File: src/verilog/p6io_pkg.sv
// package: register map, field layout and carrier types of the port 6 block
// Operation
// - 8-bit read/write output data register drives pins set as general outputs.
// - output data clears to zero on power-on reset and hardware standby.
// - output data survives manual reset and software standby unchanged.
// - pin-state register is read-only; writes to it are ignored.
// - pin-state read gives output data where direction is 1, pin level else.
// - pin-state follows pins after power-on/hw standby, holds through manual/sw standby.
// - pin 7: general I/O in modes 1,2,3,7; input or chip-select 7 in 4-6.
// - pin 6: like pin 7 with chip-select 6; always feeds external interrupt 2.
// - pin 5: general I/O in all modes; always feeds external interrupt 1.
// - pin 4: general I/O in all modes; always feeds external interrupt 0.
// - pin 3: transfer-end 1 output when its enable is 1, else general I/O.
// - pin 1: transfer-end 0 if enabled; else general I/O or chip-select 5.
// - pin 0: general I/O or chip-select 4 by mode; feeds DMA request 0.
// - direction 1 means output, 0 input; clears to zero on power-on reset.
// - direction register is write-only; reads return an undefined value.
package p6io_pkg;
  localparam logic [11:0] ADDR_DIRECTION   = 12'h000;
  localparam logic [11:0] ADDR_OUTPUT_DATA = 12'h004;
  localparam logic [11:0] ADDR_PIN_STATE   = 12'h008;
  localparam logic [11:0] ADDR_CONTROL     = 12'h00C;
  localparam logic [7:0]  RESET_BYTE       = 8'h00;
  localparam logic [31:0] UNDEF_READ       = 32'h0000_0000;
  localparam logic [1:0]  RESP_OKAY        = 2'h0;
  localparam logic [1:0]  RESP_SLVERR      = 2'h2;
  // control register fields
  localparam int CTRL_MODE_LSB = 0;
  localparam int CTRL_SW_STBY  = 4;
  localparam logic [2:0] MODE_RESET = 3'h1;
  localparam int PIN_CS7 = 7;
  localparam int PIN_CS6 = 6;
  localparam int PIN_INT2 = 6;
  localparam int PIN_INT1 = 5;
  localparam int PIN_INT0 = 4;
  localparam int PIN_XFER_END_OUT_CH1 = 3;
  localparam int PIN_DMA_REQUEST_CH1 = 2;
  localparam int PIN_XFER_END_OUT_CH0 = 1;
  localparam int PIN_CS5 = 1;
  localparam int PIN_CS4 = 0;
  localparam int PIN_DMA_REQUEST_CH0 = 0;

  typedef struct packed {
    logic       xferEndEnableCh0;
    logic       xferEndEnableCh1;
    logic       xferEndOutCh0N;
    logic       xferEndOutCh1N;
    logic [3:0] chipSelN;
  } p6io_alt_in_type;

  typedef struct packed {
    logic extInt0N;
    logic extInt1N;
    logic extInt2N;
    logic dmaRequestCh0N;
    logic dmaRequestCh1N;
  } p6io_alt_out_type;
endpackage

File: src/verilog/p6io_port.sv
// module: port 6 general I/O with shared alternate functions, AXI4-Lite slave
//
// Added by the designer: the register addresses and the AXI4-Lite register port.
`timescale 1ns/1ns
`default_nettype none
module p6io_port (
  input  wire logic                      clk_sys,
  input  wire logic                      sys_rst,
  input  wire logic                      hwStandby,
  input  wire logic                      manualRst,
  input  wire logic [11:0]               s_axi_awaddr,
  input  wire logic                      s_axi_awvalid,
  output var  logic                      s_axi_awready,
  input  wire logic [31:0]               s_axi_wdata,
  input  wire logic [3:0]                s_axi_wstrb,
  input  wire logic                      s_axi_wvalid,
  output var  logic                      s_axi_wready,
  output var  logic [1:0]                s_axi_bresp,
  output var  logic                      s_axi_bvalid,
  input  wire logic                      s_axi_bready,
  input  wire logic [11:0]               s_axi_araddr,
  input  wire logic                      s_axi_arvalid,
  output var  logic                      s_axi_arready,
  output var  logic [31:0]               s_axi_rdata,
  output var  logic [1:0]                s_axi_rresp,
  output var  logic                      s_axi_rvalid,
  input  wire logic                      s_axi_rready,
  input  wire logic [7:0]                pinIn,
  output var  logic [7:0]                pinOut,
  output var  logic [7:0]                pinOe,
  input  wire p6io_pkg::p6io_alt_in_type altIn,
  output var  p6io_pkg::p6io_alt_out_type altOut
);
  logic [7:0] portDirection;
  logic [7:0] portOutputData;
  logic [7:0] portPinState;
  logic [2:0] opMode;
  logic       swStandby;
  logic [7:0] pinMeta;
  logic [7:0] pinSync;
  logic       hwStbyMeta;
  logic       hwStby;
  logic       manMeta;
  logic       manRst;
  logic       haveAw;
  logic       haveW;
  logic [11:0] awAddr;
  logic [31:0] wData;
  logic [3:0]  wStrb;
  logic        csMode;
  logic        holdState;
  logic        doWrite;
  logic [7:0]  next_pinOut;
  logic [7:0]  next_pinOe;

  // two-stage synchronisers for pins and standby/reset strobes
  always_ff @(posedge clk_sys or posedge sys_rst) begin
    if (sys_rst) begin
      pinMeta    <= p6io_pkg::RESET_BYTE;
      pinSync    <= p6io_pkg::RESET_BYTE;
      hwStbyMeta <= 1'b0;
      hwStby     <= 1'b0;
      manMeta    <= 1'b0;
      manRst     <= 1'b0;
    end else begin
      pinMeta    <= pinIn;
      pinSync    <= pinMeta;
      hwStbyMeta <= hwStandby;
      hwStby     <= hwStbyMeta;
      manMeta    <= manualRst;
      manRst     <= manMeta;
    end
  end

  assign csMode    = (opMode >= 3'h4) && (opMode <= 3'h6);
  assign holdState = manRst || swStandby;
  assign doWrite   = haveAw && haveW && !s_axi_bvalid;

  // write channel: address and data taken in either order
  always_ff @(posedge clk_sys or posedge sys_rst) begin
    if (sys_rst) begin
      haveAw        <= 1'b0;
      haveW         <= 1'b0;
      awAddr        <= 12'h000;
      wData         <= 32'h0000_0000;
      wStrb         <= 4'h0;
      s_axi_awready <= 1'b0;
      s_axi_wready  <= 1'b0;
      s_axi_bvalid  <= 1'b0;
      s_axi_bresp   <= p6io_pkg::RESP_OKAY;
    end else begin
      s_axi_awready <= !haveAw && !s_axi_awready && s_axi_awvalid;
      s_axi_wready  <= !haveW && !s_axi_wready && s_axi_wvalid;
      if (s_axi_awvalid && s_axi_awready) begin
        haveAw <= 1'b1;
        awAddr <= s_axi_awaddr;
      end
      if (s_axi_wvalid && s_axi_wready) begin
        haveW <= 1'b1;
        wData <= s_axi_wdata;
        wStrb <= s_axi_wstrb;
      end
      if (doWrite) begin
        s_axi_bvalid <= 1'b1;
        haveAw       <= 1'b0;
        haveW        <= 1'b0;
        unique case (awAddr)
          p6io_pkg::ADDR_DIRECTION, p6io_pkg::ADDR_OUTPUT_DATA,
          p6io_pkg::ADDR_PIN_STATE, p6io_pkg::ADDR_CONTROL: s_axi_bresp <= p6io_pkg::RESP_OKAY;
          default: s_axi_bresp <= p6io_pkg::RESP_SLVERR;
        endcase
      end else if (s_axi_bvalid && s_axi_bready) begin
        s_axi_bvalid <= 1'b0;
      end
    end
  end

  // register storage; hardware standby clears direction and output data but not control, manual reset keeps
  always_ff @(posedge clk_sys or posedge sys_rst) begin
    if (sys_rst) begin
      portDirection  <= p6io_pkg::RESET_BYTE;
      portOutputData <= p6io_pkg::RESET_BYTE;
      opMode         <= p6io_pkg::MODE_RESET;
      swStandby      <= 1'b0;
    end else if (hwStby) begin
      portDirection  <= p6io_pkg::RESET_BYTE;
      portOutputData <= p6io_pkg::RESET_BYTE;
    end else if (doWrite && wStrb[0]) begin
      // pin-state address decodes but stores nothing
      if (awAddr == p6io_pkg::ADDR_DIRECTION) portDirection <= wData[7:0];
      if (awAddr == p6io_pkg::ADDR_OUTPUT_DATA) portOutputData <= wData[7:0];
      if (awAddr == p6io_pkg::ADDR_CONTROL) begin
        opMode    <= wData[p6io_pkg::CTRL_MODE_LSB +: 3];
        swStandby <= wData[p6io_pkg::CTRL_SW_STBY];
      end
    end
  end

  // pin-state: merge of output data and pin levels, frozen while held
  always_ff @(posedge clk_sys or posedge sys_rst) begin
    if (sys_rst) begin
      portPinState <= p6io_pkg::RESET_BYTE;
    end else if (hwStby || !holdState) begin
      portPinState <= (portDirection & portOutputData)
                    | (~portDirection & pinSync);
    end
  end

  // read channel
  always_ff @(posedge clk_sys or posedge sys_rst) begin
    if (sys_rst) begin
      s_axi_arready <= 1'b0;
      s_axi_rvalid  <= 1'b0;
      s_axi_rdata   <= 32'h0000_0000;
      s_axi_rresp   <= p6io_pkg::RESP_OKAY;
    end else begin
      s_axi_arready <= !s_axi_arready && !s_axi_rvalid && s_axi_arvalid;
      if (s_axi_arvalid && s_axi_arready) begin
        s_axi_rvalid <= 1'b1;
        s_axi_rresp  <= p6io_pkg::RESP_OKAY;
        unique case (s_axi_araddr)
          p6io_pkg::ADDR_DIRECTION:   s_axi_rdata <= p6io_pkg::UNDEF_READ;
          p6io_pkg::ADDR_OUTPUT_DATA: s_axi_rdata <= {24'h00_0000, portOutputData};
          p6io_pkg::ADDR_PIN_STATE:   s_axi_rdata <= {24'h00_0000, portPinState};
          p6io_pkg::ADDR_CONTROL:     s_axi_rdata <= {27'h000_0000, swStandby, 1'b0, opMode};
          default: begin
            s_axi_rdata <= 32'h0000_0000;
            s_axi_rresp <= p6io_pkg::RESP_SLVERR;
          end
        endcase
      end else if (s_axi_rvalid && s_axi_rready) begin
        s_axi_rvalid <= 1'b0;
      end
    end
  end

  // pin function selection
  always_comb begin
    next_pinOe  = portDirection;
    next_pinOut = portOutputData;
    if (csMode) begin
      next_pinOut[p6io_pkg::PIN_CS7] = altIn.chipSelN[3];
      next_pinOut[p6io_pkg::PIN_CS6] = altIn.chipSelN[2];
      next_pinOut[p6io_pkg::PIN_CS5] = altIn.chipSelN[1];
      next_pinOut[p6io_pkg::PIN_CS4] = altIn.chipSelN[0];
    end
    if (altIn.xferEndEnableCh1) begin
      next_pinOe[p6io_pkg::PIN_XFER_END_OUT_CH1]  = 1'b1;
      next_pinOut[p6io_pkg::PIN_XFER_END_OUT_CH1] = altIn.xferEndOutCh1N;
    end
    if (altIn.xferEndEnableCh0) begin
      next_pinOe[p6io_pkg::PIN_XFER_END_OUT_CH0]  = 1'b1;
      next_pinOut[p6io_pkg::PIN_XFER_END_OUT_CH0] = altIn.xferEndOutCh0N;
    end
  end

  always_ff @(posedge clk_sys or posedge sys_rst) begin
    if (sys_rst) begin
      pinOut <= p6io_pkg::RESET_BYTE;
      pinOe  <= p6io_pkg::RESET_BYTE;
      altOut <= '1;
    end else begin
      pinOut                <= next_pinOut;
      pinOe                 <= next_pinOe;
      altOut.extInt2N       <= pinSync[p6io_pkg::PIN_INT2];
      altOut.extInt1N       <= pinSync[p6io_pkg::PIN_INT1];
      altOut.extInt0N       <= pinSync[p6io_pkg::PIN_INT0];
      altOut.dmaRequestCh1N <= pinSync[p6io_pkg::PIN_DMA_REQUEST_CH1];
      altOut.dmaRequestCh0N <= pinSync[p6io_pkg::PIN_DMA_REQUEST_CH0];
    end
  end

  // merge uses the register values of the cycle the sample was taken in
  a_pin_state_merge: assert property (@(posedge clk_sys) disable iff (sys_rst)
    hwStby || !holdState
    |=> portPinState == (($past(portDirection) & $past(portOutputData))
                       | (~$past(portDirection) & $past(pinSync))))
    else $error("pin state merge wrong");
  a_state_hold: assert property (@(posedge clk_sys) disable iff (sys_rst)
    holdState && !hwStby |=> $stable(portPinState))
    else $error("pin state not held");
  a_hw_standby_clear: assert property (@(posedge clk_sys) disable iff (sys_rst)
    hwStby |=> portOutputData == 8'h00 && portDirection == 8'h00)
    else $error("standby clear missing");
  a_manual_keep: assert property (@(posedge clk_sys) disable iff (sys_rst)
    manRst && !hwStby && !doWrite |=> $stable(portOutputData))
    else $error("data lost in manual reset");
  a_pin_state_ro: assert property (@(posedge clk_sys) disable iff (sys_rst)
    doWrite && !hwStby && awAddr == p6io_pkg::ADDR_PIN_STATE
    |=> $stable(portOutputData) && $stable(portDirection))
    else $error("pin state write had effect");
  a_dir_unreadable: assert property (@(posedge clk_sys) disable iff (sys_rst)
    s_axi_arvalid && s_axi_arready && s_axi_araddr == p6io_pkg::ADDR_DIRECTION
    |=> s_axi_rvalid && s_axi_rdata == p6io_pkg::UNDEF_READ)
    else $error("direction readable");
  a_xfer_end_out_ch1_drive: assert property (@(posedge clk_sys) disable iff (sys_rst)
    altIn.xferEndEnableCh1 |=> pinOe[3] && pinOut[3] == $past(altIn.xferEndOutCh1N))
    else $error("xfer_end_out_ch1 not driven");
  a_xfer_end_out_ch0_drive: assert property (@(posedge clk_sys) disable iff (sys_rst)
    altIn.xferEndEnableCh0 |=> pinOe[1] && pinOut[1] == $past(altIn.xferEndOutCh0N))
    else $error("xfer_end_out_ch0 not driven");
  a_cs7_mode: assert property (@(posedge clk_sys) disable iff (sys_rst)
    csMode |=> pinOut[7] == $past(altIn.chipSelN[3]))
    else $error("cs7 wrong");
  a_gpio_out: assert property (@(posedge clk_sys) disable iff (sys_rst)
    !csMode |=> pinOut[7] == $past(portOutputData[7]) && pinOe[7] == $past(portDirection[7]))
    else $error("gpio7 wrong");
  // the edge that releases reset still loads the idle reset values, so skip it
  a_int_route: assert property (@(posedge clk_sys) disable iff (sys_rst)
    !sys_rst
    |=> altOut.extInt2N == $past(pinSync[6]) && altOut.extInt1N == $past(pinSync[5])
        && altOut.extInt0N == $past(pinSync[4]))
    else $error("interrupt route wrong");
  a_dreq_route: assert property (@(posedge clk_sys) disable iff (sys_rst)
    !sys_rst
    |=> altOut.dmaRequestCh0N == $past(pinSync[0])
        && altOut.dmaRequestCh1N == $past(pinSync[2]))
    else $error("dma request route wrong");
endmodule
`default_nettype wire
File: config.mk
export PLATFORM = sky130hd
export DESIGN_NAME = p6io_port
export DESIGN_NICKNAME = d
export VERILOG_FILES = /design/src/verilog/p6io_pkg.sv /design/src/verilog/p6io_port.sv
export SDC_FILE = /design/constraint.sdc
export NUM_CORES = 1
export LEC_CHECK = 0
export BUFFER_PORTS_ARGS = -buffer_cell sky130_fd_sc_hd__buf_4
export CORE_AREA = 2 2 104 106
export CTS_BUF_LIST = sky130_fd_sc_hd__clkbuf_8
export CTS_CLUSTER_SIZE = 20
export DETAILED_ROUTE_END_ITERATION = 8
export DIE_AREA = 0 0 106 108
export PLACE_DENSITY_LB_ADDON = 0.3
export SLEW_MARGIN = 15
export SYNTH_ARGS = -nofsm -noshare
export SYNTH_HDL_FRONTEND = slang
export SYNTH_SLANG_ARGS = --single-unit
File: constraint.sdc
create_clock -name clk_sys -period 4.46 [get_ports clk_sys]
set_input_delay 0.446 -clock clk_sys [delete_from_list [all_inputs] [get_ports clk_sys]]
set_output_delay 0.446 -clock clk_sys [all_outputs]
set_load 0.03 [all_outputs]
# Word-level counts from Yosys, hierarchy flattened
# Cells that the tools add are included.
dict set report word_totals {
  ff_bits 133
  inputBits 85
  output_inout_bits 62
}
dict set report classes {
  order_cmp 2
  n_eq_ne 6
  n_mux 23
  bitwise 5
  n_reduce_logical 39
}
# operator n
set op_table {}
lappend op_table {{$eq 12x4->1 const B} 4}
lappend op_table {{$mux 8} 6}
lappend op_table {{$eq 12x3->1 const B} 2}
lappend op_table {{$logic_not 12->1} 2}
lappend op_table {{$pmux 8 s3} 1}
lappend op_table {{$and 8x8->8} 2}
lappend op_table {{$logic_and 1x1->1} 15}
lappend op_table {{$reduce_bool 2->1} 7}
lappend op_table {{$mux 1} 12}
lappend op_table {{$logic_not 1->1} 8}
lappend op_table {{$mux 2} 4}
lappend op_table {{$not 8->8} 1}
lappend op_table {{$or 8x8->8} 1}
lappend op_table {{$reduce_or 4->1} 2}
lappend op_table {{$reduce_and 2->1} 2}
lappend op_table {{$ge 3x3->1 const B} 1}
lappend op_table {{$le 3x3->1 const B} 1}
lappend op_table {{$reduce_and 3->1} 1}
lappend op_table {{$logic_or 1x1->1} 2}
lappend op_table {{$not 1->1} 1}

# Longest topological paths before layout
dict set report logic_depth {
  word_depth 5
  mapped_depth 5
  depth_no_buf 4
}

# Least setup slack after synthesis
# No wires, ideal clock.
dict set report synth_path {
  kind {reg-to-reg}
  start {register awAddr[7]}
  end {register opMode[1]}
  setup_time_ps 128
  t_arrival_ps 1496
  setup_slack_ps 2836
  path_stages_with_launch 5
  n_path_buf 0
  path_cell_list {dfrtp_1 nor4_4 nand3_1 nor3_4 mux2_1}
}
dict set report synth_via {
  elab_chain_len 2
}
# element line_no
set synth_rtl {}
lappend synth_rtl {{from (decl)} p6io_port.sv:47} ;# logic [11:0] awAddr;
lappend synth_rtl {{from (signal assigned)} p6io_port.sv:96} ;# awAddr <= s_axi_awaddr;
lappend synth_rtl {{$eq 12x4->1} p6io_port.sv:132} ;# if (awAddr == p6io_pkg::ADDR_CONTROL) begin
lappend synth_rtl {{$reduce_and 3->1 (no source line)} n/a}
lappend synth_rtl {{to (signal assigned)} p6io_port.sv:123} ;# opMode <= p6io_pkg::MODE_RESET;
lappend synth_rtl {{to (signal assigned)} p6io_port.sv:133} ;# opMode <= wData[p6io_pkg::CTRL_MODE_LSB +: 3];
lappend synth_rtl {{to (decl)} p6io_port.sv:37} ;# logic [2:0] opMode;
# No other way between the ends.
# A chain may end at the register's enable or synchronous reset.

# Worst setup path in the final report
dict set report layout_path {
  start {register haveW}
  end {register portDirection[4]}
}
dict set report layout_via {
  elab_chain_len 5
}
# element line_no
set layout_rtl {}
lappend layout_rtl {{from (decl)} p6io_port.sv:46} ;# logic haveW;
lappend layout_rtl {{from (signal assigned)} p6io_port.sv:83} ;# haveW <= 1'b0;
lappend layout_rtl {{from (signal assigned)} p6io_port.sv:99} ;# haveW <= 1'b1;
lappend layout_rtl {{from (signal assigned)} p6io_port.sv:106} ;# haveW <= 1'b0;
lappend layout_rtl {{$logic_and 1x1->1 (2 in series)} p6io_port.sv:77} ;# assign doWrite = haveAw && haveW && !s_axi_bvalid;
lappend layout_rtl {{$logic_and 1x1->1} p6io_port.sv:128} ;# end else if (doWrite && wStrb[0]) begin
lappend layout_rtl {{$reduce_bool 2->1 (no source line)} n/a}
lappend layout_rtl {{$reduce_and 2->1 (no source line)} n/a}
lappend layout_rtl {{to (signal assigned)} p6io_port.sv:121} ;# portDirection <= p6io_pkg::RESET_BYTE;
lappend layout_rtl {{to (signal assigned)} p6io_port.sv:126} ;# portDirection <= p6io_pkg::RESET_BYTE;
lappend layout_rtl {{to (signal assigned)} p6io_port.sv:130} ;# if (awAddr == p6io_pkg::ADDR_DIRECTION) portDirection <= wData[7:0];
lappend layout_rtl {{to (decl)} p6io_port.sv:34} ;# logic [7:0] portDirection;
# No other way between the ends.

==> run summary <==
IR Drop Worst-Case VDD - 0.362 mV
largest stage delay on the critical path - 0.98 ns
vias in the first global route - 2543
number of distinct library cells after synthesis - 33
cell depth of the worst flop-to-flop path - 3
total of fill cells in the finished design - 940
reported leakage power - 2.44 nW
Worst Max-Slew Pin Slew - 1.18 ns
critical path class - register to register
category of the worst setup path launch point - register
worst flop-to-flop path startpoint - haveW
post-synthesis area per instance - 13.9 µm²
predominant post-synthesis flop cell - dfrtp_1
relative slew slack - 20.2%
count of yosys warnings during synthesis - 0
total gr overflow - 0
post-synthesis sequential element count - 107
DP Wirelength - 5580 µm
wire length per cell - 14.9 µm
worst setup skew after layout - 0.0135 ns
unrepaired setup endpoints after global routing - false
routability cong. - 0.758
Total Wirelength - 7950 µm
critical path data required time - 4.75 ns
Data arrival, critical path - 2.32 ns
Total Power Consumption - 0.00221 W
async set or reset register ratio after synthesis - 100%
maximum clock insertion buffer count - 2
# setup viols final - 0
Total Nets Final - 476
status - finished, final reports clean
Clk Latency, worst-skew pair - 0.36 ns
Gates resized, CTS repair - 0
Port Buf Inserts - 93
# rows - 37
Hold Path Origin - pinIn[3]
setup TNS - 0 ns
starting DRC count in detailed routing - 84
Area Growth Syn to Fin - 23.7%
critical register-to-register path endpoint - portDirection[4]
die width - 106 µm
cts bufs inserted - 9
number of standard cells after synthesis - 293
wire length of the first global-routing pass - 12800 µm
Hold Path Class - primary input to register
antenna-violating nets left - 0
largest net degree at the start of global routing - 73
clock input transition at the sequential cells of the worst setup and hold paths - 0.10 ns
slowest cell on the critical path - a41oi_1
reg-to-reg slack, setup - 2.44 ns
starting density of the core - 39.8%
CTS tree - yes
post-synth top area share - 62.1%
DIE AREA - 11400 µm²
cell chain of the critical path - and4b_1 > a41oi_1 > a22o_1
ratio of cells with drive above 1 in the final layout - 39.1%
Post-synth EDFFs - 0
CP endpoint kind - register
number of sinks driven by the clock tree - 107
first-pass iteration count of the detailed router - 4
number of vias in the routed layout - 2495
ANT cells - 0
I/O pin count - 147
Root Buffer - clkbuf_8
cts hold-fix bufs - 0
cell depth of the worst min-delay path - 1
antenna violations before repair - 0
final worst path period need - 2.02 ns
post-detailed-route via-to-cell ratio - 4.69
WHS Endpoint - pinMeta[3]
GRT Util Overall - 14.5%
leading post-synthesis cells by instance count - dfrtp_1, mux2_2, buf_4, nor2_1, mux2i_1
Clock H-tree levels - 3
number of buffers inserted to repair setup after CTS - 0
total count of max-transition violations in the final report - 0
most common cell in the netlist - dfrtp_1
final routed DRC violation total - 0
largest cells by area after synthesis - dfrtp_1, mux2_2, buf_4
endpoints failing hold - 0
CP max FO - 8
Max Clk Rate - 494 MHz
Placeable Area - 10200 µm²
Max-cap violations - 0
proportion of synthesized chip area in sequential cells - 65.9%
Yosys top cell by area - dfrtp_1
PwrDens - 439 nW/µm²
share of the clock period used by the worst path - 45.3%
chip height - 108 µm
Netlist Area Pre-Place - 4070 µm²
==> placed cells by master (no fill, tap or decap), types with 2 or more instances in the layout <==
cell        instances
or2_2               2
mux2_1              4
clkbuf_8           10
nor4_1              3
inv_1               2
nor3b_1             3
nand3_1             4
nor4_4              2
mux2_2             31
nor2_1             20
dfstp_2             6
a21oi_1            10
a22o_1              8
clkinvlp_4          2
buf_4              95
nand2_1            13
conb_1             26
dfrtp_1           101
inv_6               2
a22oi_1             8
a31oi_1             2
mux2i_1            17
nor2b_1             2
o21ai_0            10
==> flip-flops by register name, summed over array words and instances (netlist names), 8 cells and up <==
| signal | flops |
|---|---|
| awAddr | 12 |
| pinMeta | 8 |
| pinOe | 8 |
| pinOut | 8 |
| pinSync | 8 |
| portDirection | 8 |
| portOutputData | 8 |
| portPinState | 8 |
| s_axi_rdata | 8 |
| wData | 8 |
==> kinds of logic (layout without fill, tap and decap cells) <==
family / count (synthesis) / count (layout) / share of synthesized area (%)
AO/OA/AOI/OAI: 42 / 42 / 6.67
buffers and inverters: 36 / 114 / 5.75
flip-flops: 107 / 107 / 65.9
multiplexers: 52 / 52 / 13.9
other: 1 / 26 / 0.0921
AND/OR/NAND/NOR: 55 / 55 / 7.68
==> metrics by stage <==
| stage | setup slack [ns] | util [%] | hold slack (ns) | std cells | cell area [µm²] |
|---|---|---|---|---|---|
| 2_1_floorplan | 1.21 | - | 0.331 | 318 | 4170 |
| 5_1_grt | 2.37 | 49.2 | 0.163 | 532 | 5040 |
| 3_5_place_dp | 2.38 | 47.2 | 0.336 | 516 | 4830 |
| 4_1_cts | 2.35 | 49.2 | 0.163 | 532 | 5040 |
| 6_report | 2.44 | 49.2 | 0.184 | 532 | 5040 |
| 3_3_place_gp | 2.51 | 47.2 | 0.334 | 516 | 4830 |
==> worst max-delay path: cells and delay by family (launching register included) <==
| family | cells | cell delay (ns) |
|---|---|---|
| simple gates | 1 | 0.26 |
| compound gates | 2 | 1.26 |
| flops | 1 | 0.44 |
==> power by group <==
| group | internal [W] | switching [W] | total (W) | leakage [nW] |
|---|---|---|---|---|
| Combinational | 0.000180 | 0.000182 | 0.000362 | 1.00 |
| Sequential | 0.00111 | 0.000122 | 0.00123 | 1.34 |
| Clock | 0.000280 | 0.000335 | 0.000615 | 0.0995 |
| Total | 0.00157 | 0.000638 | 0.00221 | 2.44 |
==> final cells by class <==
type	instances	area, µm²	share of cell area (%)
inverter	3	13.8	0.273
sequential	107	2690	53.3
tap	136	170	3.38
timing repair buffer	95	713	14.2
multi-input combinational	175	1250	24.7
clock inverter	6	71.3	1.42
clock buffer	10	138	2.73
==> routing by layer <==
metal | wire [µm] | GRT usage (%) | up-vias | part of all wire, %
met4 | 114 | 5.08 | 0 | 1.4
met3 | 470 | 2.95 | 10 | 5.9
li1 | - | - | 1169 | -
met2 | 3810 | 23.4 | 84 | 48
met5 | 0 | 0 | - | 0
met1 | 3560 | 19.6 | 1232 | 45
==> worst max-delay path by stage <==
stage	slack, ns	to	startpoint	cells past startpoint
finish	2.44	portDirection[4]	haveW	3
global route	2.37	portDirection[4]	haveW	3
CTS	2.35	portDirection[4]	haveW	3
detailed placement	2.38	portDirection[6]	haveW	3
global placement	2.51	portDirection[0]	haveW	3
floorplan	1.21	awAddr[0]	sys_rst	1
(Power assumes the default switching activity.)
